===== config.mk =====
export PLATFORM = sky130hd
export DESIGN_NAME = occs_output_select
export DESIGN_NICKNAME = d
export VERILOG_FILES = /design/src/verilog/occs_pkg.sv /design/src/verilog/occs_output_select.sv /design/src/verilog/occs_divider.sv /design/src/verilog/occs_clean_switch.sv
export VERILOG_INCLUDE_DIRS = /design/src /design/src/verilog
export SDC_FILE = /design/constraint.sdc
export NUM_CORES = 1
export LEC_CHECK = 0
export ABC_AREA = 0
export BUFFER_PORTS_ARGS = -buffer_cell sky130_fd_sc_hd__buf_2
export CAP_MARGIN = 5
export CORE_ASPECT_RATIO = 0.6
export CORE_MARGIN = 1
export CORE_UTILIZATION = 30
export DETAILED_ROUTE_END_ITERATION = 10
export SLEW_MARGIN = 15
export SYNTH_ARGS = -nofsm -noshare
export SYNTH_HDL_FRONTEND = slang
export SYNTH_SLANG_ARGS = --single-unit

===== constraint.sdc =====
create_clock -name i_clock -period 7.4 [get_ports i_clock]
set_input_delay 0.74 -clock i_clock [delete_from_list [all_inputs] [get_ports i_clock]]
set_output_delay 0.74 -clock i_clock [all_outputs]
set_load 0.1 [all_outputs]

===== src/verilog/occs_defines.svh =====
/*
  Register offsets, reset values, field positions, write masks,
  frequency table entries and timing figures for the output clock
  source select block. Assumes inclusion by bare name before use.
*/
`ifndef OCCS_DEFINES_SVH
`define OCCS_DEFINES_SVH

// Register offsets on the byte register port
`define OCCS_ADDR_OUT_SEL_56 8'h62
`define OCCS_ADDR_OUT_SEL_7_SYNC 8'h63
`define OCCS_ADDR_SEC_LOOP_CFG 8'h64
`define OCCS_ADDR_PRI_LOOP_CFG 8'h65

// Reset values
`define OCCS_RST_OUT_SEL_56 8'h84
`define OCCS_RST_OUT_SEL_7_SYNC 8'hc6
`define OCCS_RST_SEC_LOOP_CFG 8'h05
`define OCCS_RST_PRI_LOOP_CFG 8'h01

// Writable bits; the rest read as zero
`define OCCS_MASK_OUT_SEL_56 8'hff
`define OCCS_MASK_OUT_SEL_7_SYNC 8'hcf
`define OCCS_MASK_SEC_LOOP_CFG 8'h0f
`define OCCS_MASK_PRI_LOOP_CFG 8'hff

// Field positions
`define OCCS_OUT5_SEL_MSB 3
`define OCCS_OUT5_SEL_LSB 0
`define OCCS_OUT6_SEL_MSB 7
`define OCCS_OUT6_SEL_LSB 4
`define OCCS_OUT7_SEL_MSB 3
`define OCCS_OUT7_SEL_LSB 0
`define OCCS_MULTIFRAME_SYNC_PIN_GATE_BIT 7
`define OCCS_FRAME_SYNC_PIN_GATE_BIT 6
`define OCCS_SEC_FREQ_MSB 3
`define OCCS_SEC_FREQ_LSB 0
`define OCCS_PHASE_MEASURE_BIT 7
`define OCCS_FROM_PRIMARY_BIT 6
`define OCCS_P2S_FREQ_MSB 5
`define OCCS_P2S_FREQ_LSB 3
`define OCCS_PRI_FREQ_MSB 2
`define OCCS_PRI_FREQ_LSB 0

// Synthesis frequencies in kHz
`define OCCS_KHZ_OFF 20'h00000
`define OCCS_KHZ_77M760 20'h12fc0
`define OCCS_KHZ_24M576 20'h06000
`define OCCS_KHZ_32M768 20'h08000
`define OCCS_KHZ_37M056 20'h090c0
`define OCCS_KHZ_24M704 20'h06080
`define OCCS_KHZ_68M736 20'h10c80
`define OCCS_KHZ_44M736 20'h0aec0
`define OCCS_KHZ_25M248 20'h062a0
`define OCCS_KHZ_62M500 20'h0f424
`define OCCS_KHZ_30M720 20'h07800
`define OCCS_KHZ_40M000 20'h09c40
`define OCCS_KHZ_26M000 20'h06590

// Timing
`define OCCS_CLOCK_HZ 100000000
`define OCCS_FRAME_SYNC_HZ 8000
`define OCCS_MFRAME_SYNC_HZ 2000

`endif


===== src/verilog/occs_pkg.sv =====
/*
  Types shared by the output clock source select design: the set of
  clock sources a pin may carry, the output identity and the states of
  the clean source switch. Assumes no other package.
*/
`default_nettype none

package occs_pkg;

  typedef enum logic [4:0] {
    OCCS_SRC_LOW, OCCS_SRC_2K, OCCS_SRC_8K, OCCS_SRC_DIG1, OCCS_SRC_DIG2,
    OCCS_SRC_P1, OCCS_SRC_P2, OCCS_SRC_P4, OCCS_SRC_P6, OCCS_SRC_P8,
    OCCS_SRC_P12, OCCS_SRC_P16, OCCS_SRC_P48,
    OCCS_SRC_S1, OCCS_SRC_S2, OCCS_SRC_S4, OCCS_SRC_S5, OCCS_SRC_S8,
    OCCS_SRC_S10, OCCS_SRC_S16, OCCS_SRC_S48, OCCS_SRC_S64,
    OCCS_SRC_Q1, OCCS_SRC_Q2, OCCS_SRC_Q5, OCCS_SRC_Q10,
    OCCS_SRC_SREF, OCCS_SRC_PREF
  } occs_src_t;

  localparam int unsigned OCCS_NUM_SRC = 28;

  typedef enum logic [1:0] {OCCS_OUT5, OCCS_OUT6, OCCS_OUT7} occs_out_t;

  typedef enum logic [1:0] {OCCS_SW_RUN, OCCS_SW_DRAIN, OCCS_SW_PARK} occs_sw_state_t;

endpackage : occs_pkg

`default_nettype wire


===== src/verilog/occs_output_select.sv =====
/*
  Output clock source select: byte registers that pick the source of
  the fifth, sixth and seventh output clocks, gate the two frame sync
  pins and set the secondary and primary synthesis frequencies.
  Assumes source clocks arrive asynchronously and are far slower than
  i_clock in simulation; the alternate-decode bits come from logic on
  i_clock. Register reads answer one cycle after the read strobe.
*/
`timescale 1ns/1ps
`default_nettype none
`include "occs_defines.svh"

module occs_output_select
  import occs_pkg::*;
#(
  parameter logic [15:0] P_FRAME_HALF_CYCLES =
    16'(`OCCS_CLOCK_HZ / (2 * `OCCS_FRAME_SYNC_HZ))
) (
  input wire logic i_clock,
  input wire logic i_nrst,
  input wire logic i_reg_wr_en,
  input wire logic i_reg_rd_en,
  input wire logic [7:0] i_reg_addr,
  input wire logic [7:0] i_reg_wr_data,
  output logic [7:0] o_reg_rd_data,
  input wire logic i_out5_alt_decode,
  input wire logic i_out6_alt_decode,
  input wire logic i_out7_alt_decode,
  input wire logic i_primary_analog_loop,
  input wire logic i_secondary_analog_loop,
  input wire logic i_second_primary_analog_loop,
  input wire logic i_digital_rate_one,
  input wire logic i_digital_rate_two,
  input wire logic i_secondary_ref_div,
  input wire logic i_primary_ref_div,
  output logic o_out5_pin,
  output logic o_out6_pin,
  output logic o_out7_pin,
  output logic o_multiframe_sync_pin,
  output logic o_frame_sync_pin,
  output logic [19:0] o_primary_synth_freq_khz,
  output logic [19:0] o_primary_loop_freq_khz,
  output logic [19:0] o_secondary_synth_freq_khz,
  output logic [19:0] o_secondary_loop_freq_khz,
  output logic o_secondary_loop_enable,
  output logic o_secondary_synth_from_primary,
  output logic o_secondary_phase_measure
);

  localparam int unsigned NUM_DIV = 18;
  localparam int unsigned FRAMES_PER_MFRAME = `OCCS_FRAME_SYNC_HZ / `OCCS_MFRAME_SYNC_HZ;
  localparam logic [1:0] MFRAME_LAST = 2'(FRAMES_PER_MFRAME - 1);

  // Divider table: factor, origin loop (0 primary, 1 secondary, 2 second
  // primary) and the source slot it feeds
  localparam int unsigned DIV_FACTOR [NUM_DIV] = '{
    2, 4, 6, 8, 12, 16, 48, 2, 4, 5, 8, 10, 16, 48, 64, 2, 5, 10};
  localparam int unsigned DIV_ORIGIN [NUM_DIV] = '{
    0, 0, 0, 0, 0, 0, 0, 1, 1, 1, 1, 1, 1, 1, 1, 2, 2, 2};
  localparam occs_src_t DIV_DEST [NUM_DIV] = '{
    OCCS_SRC_P2, OCCS_SRC_P4, OCCS_SRC_P6, OCCS_SRC_P8, OCCS_SRC_P12,
    OCCS_SRC_P16, OCCS_SRC_P48, OCCS_SRC_S2, OCCS_SRC_S4, OCCS_SRC_S5,
    OCCS_SRC_S8, OCCS_SRC_S10, OCCS_SRC_S16, OCCS_SRC_S48, OCCS_SRC_S64,
    OCCS_SRC_Q2, OCCS_SRC_Q5, OCCS_SRC_Q10};

  logic [7:0] output_select_five_six;
  logic [7:0] output_select_seven_sync;
  logic [7:0] secondary_loop_config;
  logic [7:0] primary_loop_config;

  logic [6:0] pin_raw;
  logic [6:0] pin_meta;
  logic [6:0] pin_sync;
  logic [2:0] origin_clk;
  logic [2:0] origin_en;
  logic [NUM_DIV-1:0] div_out;
  logic [OCCS_NUM_SRC-1:0] src_vec;

  logic [15:0] frame_cnt;
  logic [1:0] mframe_cnt;
  logic wave_8k;
  logic wave_2k;
  logic mframe_gate;
  logic frame_gate;

  logic [3:0] sel_code [3];
  logic [2:0] alt_bit;
  occs_src_t sel_src [3];
  logic [2:0] pin_out;

  logic [3:0] secondary_synth_freq;
  logic [2:0] primary_to_secondary_freq;
  logic [2:0] primary_synth_freq;
  logic secondary_synth_from_primary;
  logic secondary_phase_measure;
  logic [19:0] next_secondary_khz;
  logic [19:0] next_primary_khz;
  logic secondary_loop_en;

  // Decoders

  function automatic occs_src_t decode_std(input occs_out_t which, input logic [3:0] code);
    occs_src_t r;
    r = OCCS_SRC_LOW;
    unique case (code)
      4'h0: r = OCCS_SRC_LOW;
      4'h1: r = OCCS_SRC_2K;
      4'h2: r = OCCS_SRC_8K;
      4'h3: r = (which == OCCS_OUT6) ? OCCS_SRC_P2 : OCCS_SRC_DIG2;
      4'h4: r = (which == OCCS_OUT7) ? OCCS_SRC_P2 : OCCS_SRC_DIG1;
      4'h5: r = (which == OCCS_OUT6) ? OCCS_SRC_P1 : OCCS_SRC_P48;
      4'h6: r = OCCS_SRC_P16;
      4'h7: r = OCCS_SRC_P12;
      4'h8: r = OCCS_SRC_P8;
      4'h9: r = OCCS_SRC_P6;
      4'ha: r = OCCS_SRC_P4;
      4'hb: r = (which == OCCS_OUT5) ? OCCS_SRC_S2 : OCCS_SRC_S64;
      4'hc: r = OCCS_SRC_S48;
      4'hd: r = OCCS_SRC_S16;
      4'he: r = OCCS_SRC_S8;
      4'hf: r = OCCS_SRC_S4;
    endcase
    return r;
  endfunction : decode_std

  // Undefined alternate codes park the pin low
  function automatic occs_src_t decode_alt(input occs_out_t which, input logic [3:0] code);
    occs_src_t r;
    logic fifth;
    r = OCCS_SRC_LOW;
    fifth = (which == OCCS_OUT5);
    case (code)
      4'h0: r = OCCS_SRC_LOW;
      4'h1: r = fifth ? OCCS_SRC_P2 : OCCS_SRC_S5;
      4'h2: r = fifth ? OCCS_SRC_P1 : OCCS_SRC_S2;
      4'h3: r = fifth ? OCCS_SRC_S10 : OCCS_SRC_S1;
      4'h4: r = fifth ? OCCS_SRC_Q10 : OCCS_SRC_Q5;
      4'h5: r = OCCS_SRC_Q2;
      4'h6: r = OCCS_SRC_Q1;
      4'h7: r = OCCS_SRC_SREF;
      4'h8: r = OCCS_SRC_PREF;
      default: r = OCCS_SRC_LOW;
    endcase
    return r;
  endfunction : decode_alt

  function automatic logic [19:0] secondary_table(input logic [3:0] code);
    logic [19:0] f;
    f = `OCCS_KHZ_OFF;
    case (code)
      4'h1: f = `OCCS_KHZ_77M760;
      4'h2: f = `OCCS_KHZ_24M576;
      4'h3: f = `OCCS_KHZ_32M768;
      4'h4: f = `OCCS_KHZ_37M056;
      4'h5: f = `OCCS_KHZ_24M704;
      4'h6: f = `OCCS_KHZ_68M736;
      4'h7: f = `OCCS_KHZ_44M736;
      4'h8: f = `OCCS_KHZ_25M248;
      4'h9: f = `OCCS_KHZ_62M500;
      4'ha: f = `OCCS_KHZ_30M720;
      4'hb: f = `OCCS_KHZ_40M000;
      4'hc: f = `OCCS_KHZ_26M000;
      default: f = `OCCS_KHZ_OFF;
    endcase
    return f;
  endfunction : secondary_table

  function automatic logic [19:0] p2s_table(input logic [2:0] code);
    logic [19:0] f;
    f = `OCCS_KHZ_OFF;
    case (code)
      3'h0: f = `OCCS_KHZ_24M576;
      3'h1: f = `OCCS_KHZ_62M500;
      3'h2: f = `OCCS_KHZ_32M768;
      3'h4: f = `OCCS_KHZ_37M056;
      3'h6: f = `OCCS_KHZ_24M704;
      3'h7: f = `OCCS_KHZ_25M248;
      default: f = `OCCS_KHZ_OFF;
    endcase
    return f;
  endfunction : p2s_table

  function automatic logic [19:0] primary_table(input logic [2:0] code);
    logic [19:0] f;
    f = `OCCS_KHZ_OFF;
    unique case (code)
      3'h0: f = `OCCS_KHZ_77M760;
      3'h1: f = `OCCS_KHZ_77M760;
      3'h2: f = `OCCS_KHZ_24M576;
      3'h3: f = `OCCS_KHZ_32M768;
      3'h4: f = `OCCS_KHZ_37M056;
      3'h5: f = `OCCS_KHZ_24M704;
      3'h6: f = `OCCS_KHZ_25M248;
      3'h7: f = `OCCS_KHZ_62M500;
    endcase
    return f;
  endfunction : primary_table

  // Register file

  always_ff @(posedge i_clock or negedge i_nrst) begin
    if (!i_nrst) begin
      output_select_five_six <= `OCCS_RST_OUT_SEL_56;
    end else if (i_reg_wr_en && i_reg_addr == `OCCS_ADDR_OUT_SEL_56) begin
      output_select_five_six <= i_reg_wr_data & `OCCS_MASK_OUT_SEL_56;
    end
  end

  always_ff @(posedge i_clock or negedge i_nrst) begin
    if (!i_nrst) begin
      output_select_seven_sync <= `OCCS_RST_OUT_SEL_7_SYNC;
    end else if (i_reg_wr_en && i_reg_addr == `OCCS_ADDR_OUT_SEL_7_SYNC) begin
      output_select_seven_sync <= i_reg_wr_data & `OCCS_MASK_OUT_SEL_7_SYNC;
    end
  end

  always_ff @(posedge i_clock or negedge i_nrst) begin
    if (!i_nrst) begin
      secondary_loop_config <= `OCCS_RST_SEC_LOOP_CFG;
    end else if (i_reg_wr_en && i_reg_addr == `OCCS_ADDR_SEC_LOOP_CFG) begin
      secondary_loop_config <= i_reg_wr_data & `OCCS_MASK_SEC_LOOP_CFG;
    end
  end

  always_ff @(posedge i_clock or negedge i_nrst) begin
    if (!i_nrst) begin
      primary_loop_config <= `OCCS_RST_PRI_LOOP_CFG;
    end else if (i_reg_wr_en && i_reg_addr == `OCCS_ADDR_PRI_LOOP_CFG) begin
      primary_loop_config <= i_reg_wr_data & `OCCS_MASK_PRI_LOOP_CFG;
    end
  end

  // Unmapped offsets read as zero
  always_ff @(posedge i_clock or negedge i_nrst) begin
    if (!i_nrst) begin
      o_reg_rd_data <= 8'h00;
    end else if (i_reg_rd_en) begin
      case (i_reg_addr)
        `OCCS_ADDR_OUT_SEL_56: o_reg_rd_data <= output_select_five_six;
        `OCCS_ADDR_OUT_SEL_7_SYNC: o_reg_rd_data <= output_select_seven_sync;
        `OCCS_ADDR_SEC_LOOP_CFG: o_reg_rd_data <= secondary_loop_config;
        `OCCS_ADDR_PRI_LOOP_CFG: o_reg_rd_data <= primary_loop_config;
        default: o_reg_rd_data <= 8'h00;
      endcase
    end
  end

  // Loop frequency and mode settings

  assign secondary_synth_freq = secondary_loop_config[`OCCS_SEC_FREQ_MSB:`OCCS_SEC_FREQ_LSB];
  assign primary_to_secondary_freq =
    primary_loop_config[`OCCS_P2S_FREQ_MSB:`OCCS_P2S_FREQ_LSB];
  assign primary_synth_freq = primary_loop_config[`OCCS_PRI_FREQ_MSB:`OCCS_PRI_FREQ_LSB];
  assign secondary_synth_from_primary = primary_loop_config[`OCCS_FROM_PRIMARY_BIT];
  assign secondary_phase_measure = primary_loop_config[`OCCS_PHASE_MEASURE_BIT];

  always_comb begin
    if (secondary_synth_from_primary) begin
      next_secondary_khz = p2s_table(primary_to_secondary_freq);
    end else begin
      next_secondary_khz = secondary_table(secondary_synth_freq);
    end
  end

  assign next_primary_khz = primary_table(primary_synth_freq);

  always_ff @(posedge i_clock or negedge i_nrst) begin
    if (!i_nrst) begin
      o_secondary_synth_freq_khz <= `OCCS_KHZ_OFF;
      o_secondary_loop_freq_khz <= `OCCS_KHZ_OFF;
      o_primary_synth_freq_khz <= `OCCS_KHZ_OFF;
      o_primary_loop_freq_khz <= `OCCS_KHZ_OFF;
      secondary_loop_en <= 1'b0;
    end else begin
      o_secondary_synth_freq_khz <= next_secondary_khz;
      o_secondary_loop_freq_khz <= {next_secondary_khz[17:0], 2'b00};
      o_primary_synth_freq_khz <= next_primary_khz;
      o_primary_loop_freq_khz <= {next_primary_khz[17:0], 2'b00};
      secondary_loop_en <= (next_secondary_khz != `OCCS_KHZ_OFF);
    end
  end

  always_ff @(posedge i_clock or negedge i_nrst) begin
    if (!i_nrst) begin
      o_secondary_synth_from_primary <= 1'b0;
      o_secondary_phase_measure <= 1'b0;
    end else begin
      o_secondary_synth_from_primary <= secondary_synth_from_primary;
      o_secondary_phase_measure <= secondary_phase_measure;
    end
  end

  assign o_secondary_loop_enable = secondary_loop_en;

  // Source pins cross into i_clock through two flops

  assign pin_raw = {i_primary_ref_div, i_secondary_ref_div, i_digital_rate_two,
                    i_digital_rate_one, i_second_primary_analog_loop,
                    i_secondary_analog_loop, i_primary_analog_loop};

  always_ff @(posedge i_clock or negedge i_nrst) begin
    if (!i_nrst) begin
      pin_meta <= 7'h00;
      pin_sync <= 7'h00;
    end else begin
      pin_meta <= pin_raw;
      pin_sync <= pin_meta;
    end
  end

  // Frame and multiframe waves; the multiframe wave toggles only on falling edges of the frame wave

  always_ff @(posedge i_clock or negedge i_nrst) begin
    if (!i_nrst) begin
      frame_cnt <= 16'h0000;
      mframe_cnt <= 2'h0;
      wave_8k <= 1'b0;
      wave_2k <= 1'b0;
    end else if (frame_cnt == P_FRAME_HALF_CYCLES - 16'h0001) begin
      frame_cnt <= 16'h0000;
      wave_8k <= ~wave_8k;
      mframe_cnt <= (mframe_cnt == MFRAME_LAST) ? 2'h0 : mframe_cnt + 2'h1;
      if (mframe_cnt == MFRAME_LAST) begin
        wave_2k <= ~wave_2k;
      end
    end else begin
      frame_cnt <= frame_cnt + 16'h0001;
    end
  end

  // Gates only move while the wave is low, so no sync pulse is cut
  always_ff @(posedge i_clock or negedge i_nrst) begin
    if (!i_nrst) begin
      mframe_gate <= 1'b0;
      frame_gate <= 1'b0;
    end else begin
      if (!wave_2k) begin
        mframe_gate <= output_select_seven_sync[`OCCS_MULTIFRAME_SYNC_PIN_GATE_BIT];
      end
      if (!wave_8k) begin
        frame_gate <= output_select_seven_sync[`OCCS_FRAME_SYNC_PIN_GATE_BIT];
      end
    end
  end

  always_ff @(posedge i_clock or negedge i_nrst) begin
    if (!i_nrst) begin
      o_multiframe_sync_pin <= 1'b0;
      o_frame_sync_pin <= 1'b0;
    end else begin
      o_multiframe_sync_pin <= mframe_gate & wave_2k;
      o_frame_sync_pin <= frame_gate & wave_8k;
    end
  end

  // Source vector

  assign origin_clk = {pin_sync[2], pin_sync[1], pin_sync[0]};
  assign origin_en = {1'b1, secondary_loop_en, 1'b1};

  genvar g;
  generate
    for (g = 0; g < NUM_DIV; g++) begin : gen_div
      occs_divider #(
        .DIV(DIV_FACTOR[g])
      ) u_div (
        .i_clock(i_clock),
        .i_nrst(i_nrst),
        .i_enable(origin_en[DIV_ORIGIN[g]]),
        .i_src(origin_clk[DIV_ORIGIN[g]]),
        .o_div(div_out[g])
      );
      assign src_vec[DIV_DEST[g]] = div_out[g];
    end
  endgenerate

  assign src_vec[OCCS_SRC_LOW] = 1'b0;
  assign src_vec[OCCS_SRC_2K] = wave_2k;
  assign src_vec[OCCS_SRC_8K] = wave_8k;
  assign src_vec[OCCS_SRC_DIG1] = pin_sync[3];
  assign src_vec[OCCS_SRC_DIG2] = pin_sync[4];
  assign src_vec[OCCS_SRC_P1] = pin_sync[0];
  assign src_vec[OCCS_SRC_S1] = pin_sync[1] & secondary_loop_en;
  assign src_vec[OCCS_SRC_Q1] = pin_sync[2];
  assign src_vec[OCCS_SRC_SREF] = pin_sync[5];
  assign src_vec[OCCS_SRC_PREF] = pin_sync[6];

  // Output selectors

  assign sel_code[0] = output_select_five_six[`OCCS_OUT5_SEL_MSB:`OCCS_OUT5_SEL_LSB];
  assign sel_code[1] = output_select_five_six[`OCCS_OUT6_SEL_MSB:`OCCS_OUT6_SEL_LSB];
  assign sel_code[2] = output_select_seven_sync[`OCCS_OUT7_SEL_MSB:`OCCS_OUT7_SEL_LSB];
  assign alt_bit = {i_out7_alt_decode, i_out6_alt_decode, i_out5_alt_decode};

  generate
    for (g = 0; g < 3; g++) begin : gen_out
      assign sel_src[g] = alt_bit[g] ? decode_alt(occs_out_t'(2'(g)), sel_code[g])
                                     : decode_std(occs_out_t'(2'(g)), sel_code[g]);
      occs_clean_switch u_switch (
        .i_clock(i_clock),
        .i_nrst(i_nrst),
        .i_sources(src_vec),
        .i_select(sel_src[g]),
        .o_pin(pin_out[g])
      );
    end
  endgenerate

  assign o_out5_pin = pin_out[0];
  assign o_out6_pin = pin_out[1];
  assign o_out7_pin = pin_out[2];

endmodule : occs_output_select

`default_nettype wire


===== src/verilog/occs_divider.sv =====
/*
  Integer clock divider working on a sampled source: counts rising
  edges of i_src and drives a registered wave of period DIV edges.
  Assumes i_src is already synchronised to i_clock.
*/
`timescale 1ns/1ps
`default_nettype none

module occs_divider #(
  parameter int unsigned DIV = 2
) (
  input wire logic i_clock,
  input wire logic i_nrst,
  input wire logic i_enable,
  input wire logic i_src,
  output logic o_div
);

  localparam logic [6:0] LAST = 7'(DIV - 1);
  localparam logic [6:0] HALF = 7'(DIV / 2);

  logic src_prev;
  logic [6:0] cnt;
  logic [6:0] next_cnt;
  logic rise;

  assign rise = i_src & ~src_prev;
  assign next_cnt = (cnt == LAST) ? 7'h00 : cnt + 7'h01;

  always_ff @(posedge i_clock or negedge i_nrst) begin
    if (!i_nrst) begin
      src_prev <= 1'b0;
    end else begin
      src_prev <= i_src;
    end
  end

  // Odd divisors give a short high phase; duty is not balanced
  always_ff @(posedge i_clock or negedge i_nrst) begin
    if (!i_nrst) begin
      cnt <= 7'h00;
      o_div <= 1'b0;
    end else if (!i_enable) begin
      cnt <= 7'h00;
      o_div <= 1'b0;
    end else if (rise) begin
      cnt <= next_cnt;
      o_div <= (next_cnt < HALF);
    end
  end

endmodule : occs_divider

`default_nettype wire


===== src/verilog/occs_clean_switch.sv =====
/*
  Runt-free source switch for one output pin. On a new selection it
  lets the present source finish its high phase, parks the pin low and
  releases it only while the new source is low. Assumes all sources are
  levels on i_clock.
*/
`timescale 1ns/1ps
`default_nettype none

module occs_clean_switch
  import occs_pkg::*;
(
  input wire logic i_clock,
  input wire logic i_nrst,
  input wire logic [OCCS_NUM_SRC-1:0] i_sources,
  input wire occs_src_t i_select,
  output logic o_pin
);

  occs_sw_state_t state;
  occs_src_t cur;
  logic cur_level;

  assign cur_level = i_sources[cur];

  always_ff @(posedge i_clock or negedge i_nrst) begin
    if (!i_nrst) begin
      state <= OCCS_SW_RUN;
    end else begin
      unique case (state)
        OCCS_SW_RUN: if (i_select != cur) state <= OCCS_SW_DRAIN;
        OCCS_SW_DRAIN: if (!cur_level) state <= OCCS_SW_PARK;
        OCCS_SW_PARK: if (!i_sources[i_select]) state <= OCCS_SW_RUN;
      endcase
    end
  end

  // Selection tracked while parked so a late rewrite still lands cleanly
  always_ff @(posedge i_clock or negedge i_nrst) begin
    if (!i_nrst) begin
      cur <= OCCS_SRC_LOW;
    end else if (state == OCCS_SW_PARK) begin
      cur <= i_select;
    end
  end

  always_ff @(posedge i_clock or negedge i_nrst) begin
    if (!i_nrst) begin
      o_pin <= 1'b0;
    end else begin
      unique case (state)
        OCCS_SW_RUN: o_pin <= cur_level;
        OCCS_SW_DRAIN: o_pin <= cur_level;
        OCCS_SW_PARK: o_pin <= 1'b0;
      endcase
    end
  end

endmodule : occs_clean_switch

`default_nettype wire


==> results of run 1 <==
==> synth_stat cells, drive strengths merged, types with 4 or more instances <==
cell	number	area, µm²
or3	9	56.3
nand4	25	156
dfrtp	262	6560
o2bb2ai	10	87.6
dfstp	9	236
o22ai	5	31.3
ha	72	901
nor2b	18	113
a21o	17	128
mux2i	77	783
a22oi	4	30.0
clkbuf	62	246
and2	20	128
mux2	42	477
nor4b	6	52.6
nand2b	28	175
nor3b	7	52.6
inv	63	236
nand3	69	345
and3	32	205
o211ai	11	82.6
nand3b	13	97.6
or2	4	25.0
a31oi	20	131
mux4	23	522
nor4	6	37.5
xor2	41	359
nor2	102	383
nand2	164	616
o31ai	22	165
xnor2	72	631
a221oi	7	61.3
o21ai	122	629
buf	81	574
o21a	5	37.5
a22o	12	105
a21oi	52	260
a211oi	11	87.6
o32ai	5	51.3
nor3	36	180
a32o	7	70.1
==> where the power goes <==
part | switching [W] | internal (W)
logic | 0.000973 | 0.000679
registers | 0.000475 | 0.00174
clock network | 0.000600 | 0.000816
total | 0.00205 | 0.00324
==> cell type report <==
cell class	instances	area (µm²)	area share [%]
Inverter	64	240	1.32
Multi-Input combinational cell	1247	8780	48.3
Antenna cell	1	2.50	0.0138
Tap cell	714	893	4.91
Sequential cell	271	6790	37.3
Clock buffer	38	757	4.16
Clock inverter	9	130	0.715
Timing Repair Buffer	109	593	3.26
==> stage by stage <==
step / setup slack (ns) / hold WS [ns]
2_1_floorplan: 4.44 / 0.331
3_3_place_gp: 3.98 / 0.336
3_5_place_dp: 3.88 / 0.336
4_1_cts: 4.03 / 0.145
5_1_grt: 3.81 / 0.174
6_report: 3.98 / 0.131
==> cells in the final DEF, fill, tap and decap left out, types with 22 or more instances in the layout <==
cell type / synthesis / layout
a21oi_1: 52 / 52
mux4_2: 22 / 22
o31ai_1: 22 / 22
and3_1: 31 / 31
inv_1: 61 / 61
nand2_1: 164 / 164
buf_2: 15 / 98
mux2i_1: 76 / 76
dfrtp_1: 262 / 262
xor2_1: 41 / 41
mux2_2: 40 / 40
nand3_1: 69 / 69
clkbuf_16: 0 / 27
nand2b_1: 28 / 28
nor3_1: 36 / 36
xnor2_1: 72 / 72
conb_1: 1 / 26
nor2_1: 102 / 102
nand4_1: 25 / 25
ha_1: 72 / 72
o21ai_0: 113 / 113
==> path summary, 6_finish.rpt <==
check / end / slack (ns) / depth (start not counted)
min in group i_clock: pin_meta[3] / 0.29 / 1
worst min-delay path: o_secondary_synth_freq_khz[4] / 0.13 / 1
worst min register to register: pin_sync[0] / 0.34 / 0
max in group asynchronous: gen_div[7].u_div.cnt[3] / 5.93 / 2
worst max register to register: gen_out[0].u_switch.state[1] / 3.98 / 10
worst max-delay path: gen_out[0].u_switch.state[1] / 3.98 / 10
==> kinds of logic (layout without fill, tap and decap cells) <==
| kind of cell | count (synthesis) | count (layout) | share of synthesized area, % |
|---|---|---|---|
| fa+ha+maj | 73 | 73 | 5.51 |
| compound gates | 342 | 342 | 13.7 |
| mux | 142 | 142 | 10.8 |
| other cells | 1 | 27 | 0.0227 |
| simple gates | 551 | 551 | 16.5 |
| flops | 271 | 271 | 41.1 |
| buf+inv | 207 | 220 | 6.42 |
| xor+xnor | 113 | 113 | 5.99 |
==> metal layers <==
metal  track usage (%)  vias up  part of all wire, %
met3              2.46       53                  5.3
li1                  -     6002                    -
met5                 0        -                    0
met4              3.21        0                  2.0
met2              19.4      263                   42
met1              20.6     6144                   51
==> flip-flops by register name, indices dropped and copies added (netlist names), 8 cells and up <==
| register | count |
|---|---|
| frame_cnt | 16 |
| gen_div.u_div.cnt | 126 |
| gen_div.u_div.o_div | 18 |
| gen_out.u_switch.cur | 15 |
| o_primary_loop_freq_khz | 11 |
| o_reg_rd_data | 8 |
| o_secondary_synth_freq_khz | 14 |
| output_select_five_six | 8 |
| primary_loop_config | 8 |
==> worst max-delay path, delay by kind of cell, from the launching register on <==
family          cells  cell delay, ns
mux                 5            1.32
compound gates      3            0.98
flops               1            0.49
fa+ha+maj           1            0.38
buf+inv             1            0.15
==> impl_metrics.env, run 1 <==
export IMPL_maxCapViolations=0
export IMPL_synthCells=1700
export IMPL_status="finished, final reports clean"
export IMPL_tns_ns=0
export IMPL_async_flop_share_pct=100
export IMPL_cts_setup_buffers=0
export IMPL_tritoncts_num_buffers=27
export IMPL_numClockSinks=271
export IMPL_cp_required_ns=7.86
export IMPL_worstSkewPairLatency_ns=0.57
export IMPL_yosysWarnings=0
export IMPL_utilization_pct=33.5
export IMPL_drc=0
export IMPL_placedInstanceArea_mm2=0.0173
export IMPL_p_total_w=0.00528
export IMPL_postCtsHoldBufs=0
export IMPL_cts_tree="built"
export IMPL_leakage_nw=8.08
export IMPL_syn_area_per_cell_um2=9.73
export IMPL_vias=12500
export IMPL_clock_skew_ns=0.0275
export IMPL_antenna_left=0
export IMPL_clkTransAtPathRegs_ns=0.07
export IMPL_first_iter_violations=1075
export IMPL_syn_to_final_growth_pct=9.99
export IMPL_end_kind="flip-flop"
export IMPL_setup_viol=0
export IMPL_die_area_mm2=0.0561
export IMPL_drive_above_1_share_pct=14.1
export IMPL_reg2reg_from="output_select_five_six[0]"
export IMPL_start_util_pct=30.4
export IMPL_cp_slowest_cell="o21ai_2"
export IMPL_dp_cells=2405
export IMPL_dr_pass1_iters=5
export IMPL_synth_ff_type="dfrtp_1"
export IMPL_arrival_ns=3.88
export IMPL_wl_per_cell_um=15.4
export IMPL_grt_overflow=0
export IMPL_core_area_mm2=0.0543
export IMPL_fp_dieH_um=184
export IMPL_maxSlewViolCount=0
export IMPL_final_nets=1822
export IMPL_grt_max_degree=130
export IMPL_crit_start="output_select_five_six[0]"
export IMPL_rsz0062_at_grt="no"
export IMPL_antenna_found_initial=3
export IMPL_start_kind="flip-flop"
export IMPL_crit_chain="inv_1 -> ha_1 -> mux4_2 -> o21ai_2 -> mux2i_1 -> mux2i_1 -> mux2i_1 -> o211a_1 -> o21ai_2 -> mux2_1"
export IMPL_syn_cell_area_mm2=0.0165
export IMPL_ir_drop_mv=0.168
export IMPL_ys_seq_area_share_pct=41.1
export IMPL_yosysUniqueCellTypes=88
export IMPL_fill_cells=5474
export IMPL_tightest_slew_ns=1.04
export IMPL_rows=66
export IMPL_crit_fanout=12
export IMPL_h_tree_depth=1
export IMPL_crit_top_cell="mux2i_1"
export IMPL_hold_path_class="in2async"
export IMPL_cts_resized=0
export IMPL_critPathMaxStageDelay_ns=0.54
export IMPL_port_buffers=99
export IMPL_grt_first_pass_wirelength_um=62800
export IMPL_boundaryPins=126
export IMPL_synth_edff_count=0
export IMPL_wirelength_um=37700
export IMPL_gr_usage_all_layers_pct=13.5
export IMPL_die_width_um=305
export IMPL_clk_path_buf_depth=3
export IMPL_fmax_mhz=292
export IMPL_hold_viol_final=0
export IMPL_cts_root_buf="clkbuf_16"
export IMPL_powerDensity_mw_per_mm2=291
export IMPL_stdcell_count=2453
export IMPL_synth_seq_cells=271
export IMPL_gp_congestion=0.881
export IMPL_hpwlAfterDp_um=26500
export IMPL_critical_path_class="reg2reg"
export IMPL_period_share_pct=46.2
export IMPL_maxSlewHeadroom_pct=30.3
export IMPL_grt_pass1_vias=11700
export IMPL_final_area_mm2=0.0182
export IMPL_vias_per_cell=5.08
export IMPL_fin_crit_ns=3.42
Note: power is estimated with default switching activity, not from simulation.
==> run 2, diff against run 1 <==
==> constraint.sdc (replaced) <==
create_clock -name i_clock -period 2.97 [get_ports i_clock]
set_input_delay 0.297 -clock i_clock [delete_from_list [all_inputs] [get_ports i_clock]]
set_output_delay 0.297 -clock i_clock [all_outputs]
set_load 0.1 [all_outputs]
==> run 2 against run 1 <==
Against the previous run: via count up 3.3%; non-clock buffer count up 80; fmax up 18%; clock power rose to 2.6 times the previous value; cell count up 3.3%; critical path depth up 2; setup slack worse by 3.9 ns; sequential cell count unchanged; die area unchanged.
==> impl_metrics.env, run 2 (synthesis gave the netlist of run 1 again) <==
export IMPL_final_nets=1902
export IMPL_die_width_um=305
export IMPL_cp_slowest_cell="mux4_2"
export IMPL_p_clk_share_pct=27.1
export IMPL_drc=0
export IMPL_critPathMaxStageDelay_ns=0.49
export IMPL_maxSlewHeadroom_pct=47.9
export IMPL_wirelength_um=40200
export IMPL_fp_dieH_um=184
export IMPL_tightest_slew_ns=0.774
export IMPL_gr_usage_all_layers_pct=14.2
export IMPL_antenna_found_initial=0
export IMPL_critical_path_class="reg2reg"
export IMPL_cts_tree="built"
export IMPL_die_area_mm2=0.0561
export IMPL_crit_chain="buf_4 -> ha_1 -> inv_1 -> mux4_2 -> o21ai_2 -> buf_6 -> buf_4 -> mux2i_1 -> mux2i_1 -> o211a_1 -> o21ai_2 -> mux2_4"
export IMPL_gp_congestion=0.895
export IMPL_final_common_cell="dfrtp_1"
export IMPL_end_kind="flip-flop"
export IMPL_status="finished, final reports clean"
export IMPL_diodes=0
export IMPL_top_regs="gen_div.u_div.cnt (126), gen_div.u_div.o_div (18), frame_cnt (16)"
export IMPL_period_share_pct=97.7
export IMPL_layout_common_cells="dfrtp_1 (261), nand2_1 (164), o21ai_0 (113)"
export IMPL_h_tree_depth=1
export IMPL_largest_register_ffs=126
export IMPL_vias_per_cell=5.08
export IMPL_boundaryPins=126
export IMPL_hold_depth=2
export IMPL_regMostFlops="gen_div.u_div.cnt"
export IMPL_cp_num_cells=12
export IMPL_hold_path_class="in2reg"
export IMPL_worstSkewPairLatency_ns=0.57
export IMPL_grt_pass1_vias=12100
export IMPL_maxCapViolations=0
export IMPL_start_kind="flip-flop"
export IMPL_clk_path_buf_depth=3
export IMPL_numClockSinks=271
export IMPL_tns_ns=0
export IMPL_grt_first_pass_wirelength_um=65500
export IMPL_vias=12900
export IMPL_fmax_mhz=345
export IMPL_drive_above_1_share_pct=18.5
export IMPL_hpwlAfterDp_um=28600
export IMPL_clock_skew_ns=0.0318
export IMPL_grt_overflow=0
export IMPL_start_util_pct=30.4
export IMPL_rows=66
export IMPL_maxSlewViolCount=0
export IMPL_leakage_nw=8.54
export IMPL_hold_viol_final=0
export IMPL_clkTransAtPathRegs_ns=0.07
export IMPL_wl_per_cell_um=15.9
export IMPL_fin_crit_ns=2.90
export IMPL_setup_viol=0
export IMPL_p_int_w=0.00846
export IMPL_place_ws_ns=0.0123
export IMPL_ir_drop_mv=0.515
export IMPL_critPathTopFamily="multiplexers"
export IMPL_dr_pass1_iters=5
export IMPL_tritoncts_num_buffers=27
export IMPL_swShare_pct=38.5
export IMPL_crit_fanout=8
export IMPL_first_iter_violations=940
export IMPL_antenna_left=0
export IMPL_post_route_worst_setup_slack_ns=0.0674
export IMPL_powerDensity_mw_per_mm2=724
export IMPL_p_switching_w=0.00530
export IMPL_cp_num_buf_inv=4
export IMPL_syn_to_final_growth_pct=15.0
export IMPL_seqPwrFrac_pct=38.9
export IMPL_core_area_mm2=0.0543
export IMPL_cts_root_buf="clkbuf_16"
export IMPL_port_buffers=99
export IMPL_arrival_ns=3.36
export IMPL_grt_max_degree=84
export IMPL_p_comb_share_pct=34.0
export IMPL_cp_required_ns=3.43
export IMPL_r2r_cells=12
==> run 2: cell types whose count changed in the layout (fill, tap and decap cells not counted), sizes merged <==
cell,change
buf,+67
bufinv,+1
clkbuf,-1
clkinvlp,+2
diode,-1
dlygate4sd3,+13
inv,+1
==> run 2: cell type report <==
class	instances	area [µm²]
fillers	5398	35300
multi-input cells	1247	8840
flip-flops and latches	271	6800
repair buffers	189	1270
well taps	714	893
clock buffers	37	783
inverters	64	240
clock inverters	13	178
==> run 2: final timing paths <==
path,start,slack (ns),endpoint
max,output_select_five_six[1],0.07,gen_out[0].u_switch.state[1]
min,i_reg_wr_data[2],0.03,output_select_five_six[2]
max reg2reg,output_select_five_six[1],0.07,gen_out[0].u_switch.state[1]
min reg2reg,pin_meta[4],0.33,pin_sync[4]
max in group asynchronous,i_nrst,1.75,gen_div[12].u_div.cnt[3]
min in group asynchronous,i_nrst,0.33,o_secondary_synth_freq_khz[4]
==> run 2: stage by stage <==
stage | hold WS [ns] | area [µm²] | power, W | cells | utilization (%)
after floorplan | 0.00141 | 16600 | 0.00865 | 1725 | -
after global placement | 0.337 | 17700 | 0.00979 | 2457 | 32.6
after detailed placement | 0.336 | 17700 | 0.00993 | 2457 | 32.6
after CTS | 0.0000445 | 18800 | 0.0138 | 2522 | 34.7
after global routing | 0.0253 | 19000 | 0.0146 | 2535 | 35.0
final | 0.0319 | 19000 | 0.0138 | 2535 | 35.0
==> run 2: timing repair <==
action | 4_1_cts | 5_1_grt
buffers inserted | 2 | 13
endpoints found under the setup margin | 1 | 5
hold buffers | 13 | 0
resized for setup | 0 | 22
endpoints found under the hold margin | 94 | 0
pin swaps | 0 | 10
==> run 2: power by group through the flow <==
stage	clock, W	combinational (W)	sequential (W)
CTS	0.00386	0.00458	0.00533
finish	0.00373	0.00468	0.00535
detailed placement	0	0.00454	0.00539
global route	0.00400	0.00514	0.00549
global placement	0	0.00442	0.00537
floorplan	0	0.00336	0.00529
==> run 2: metal layers <==
metal / global-route usage (%) / share of wire, % / vias to the layer above
li1: - / - / 6172
met1: 21.3 / 50 / 6339
met2: 20.6 / 42 / 326
met3: 3.24 / 6.8 / 39
met4: 2.69 / 1.3 / 0
met5: 0 / 0 / -
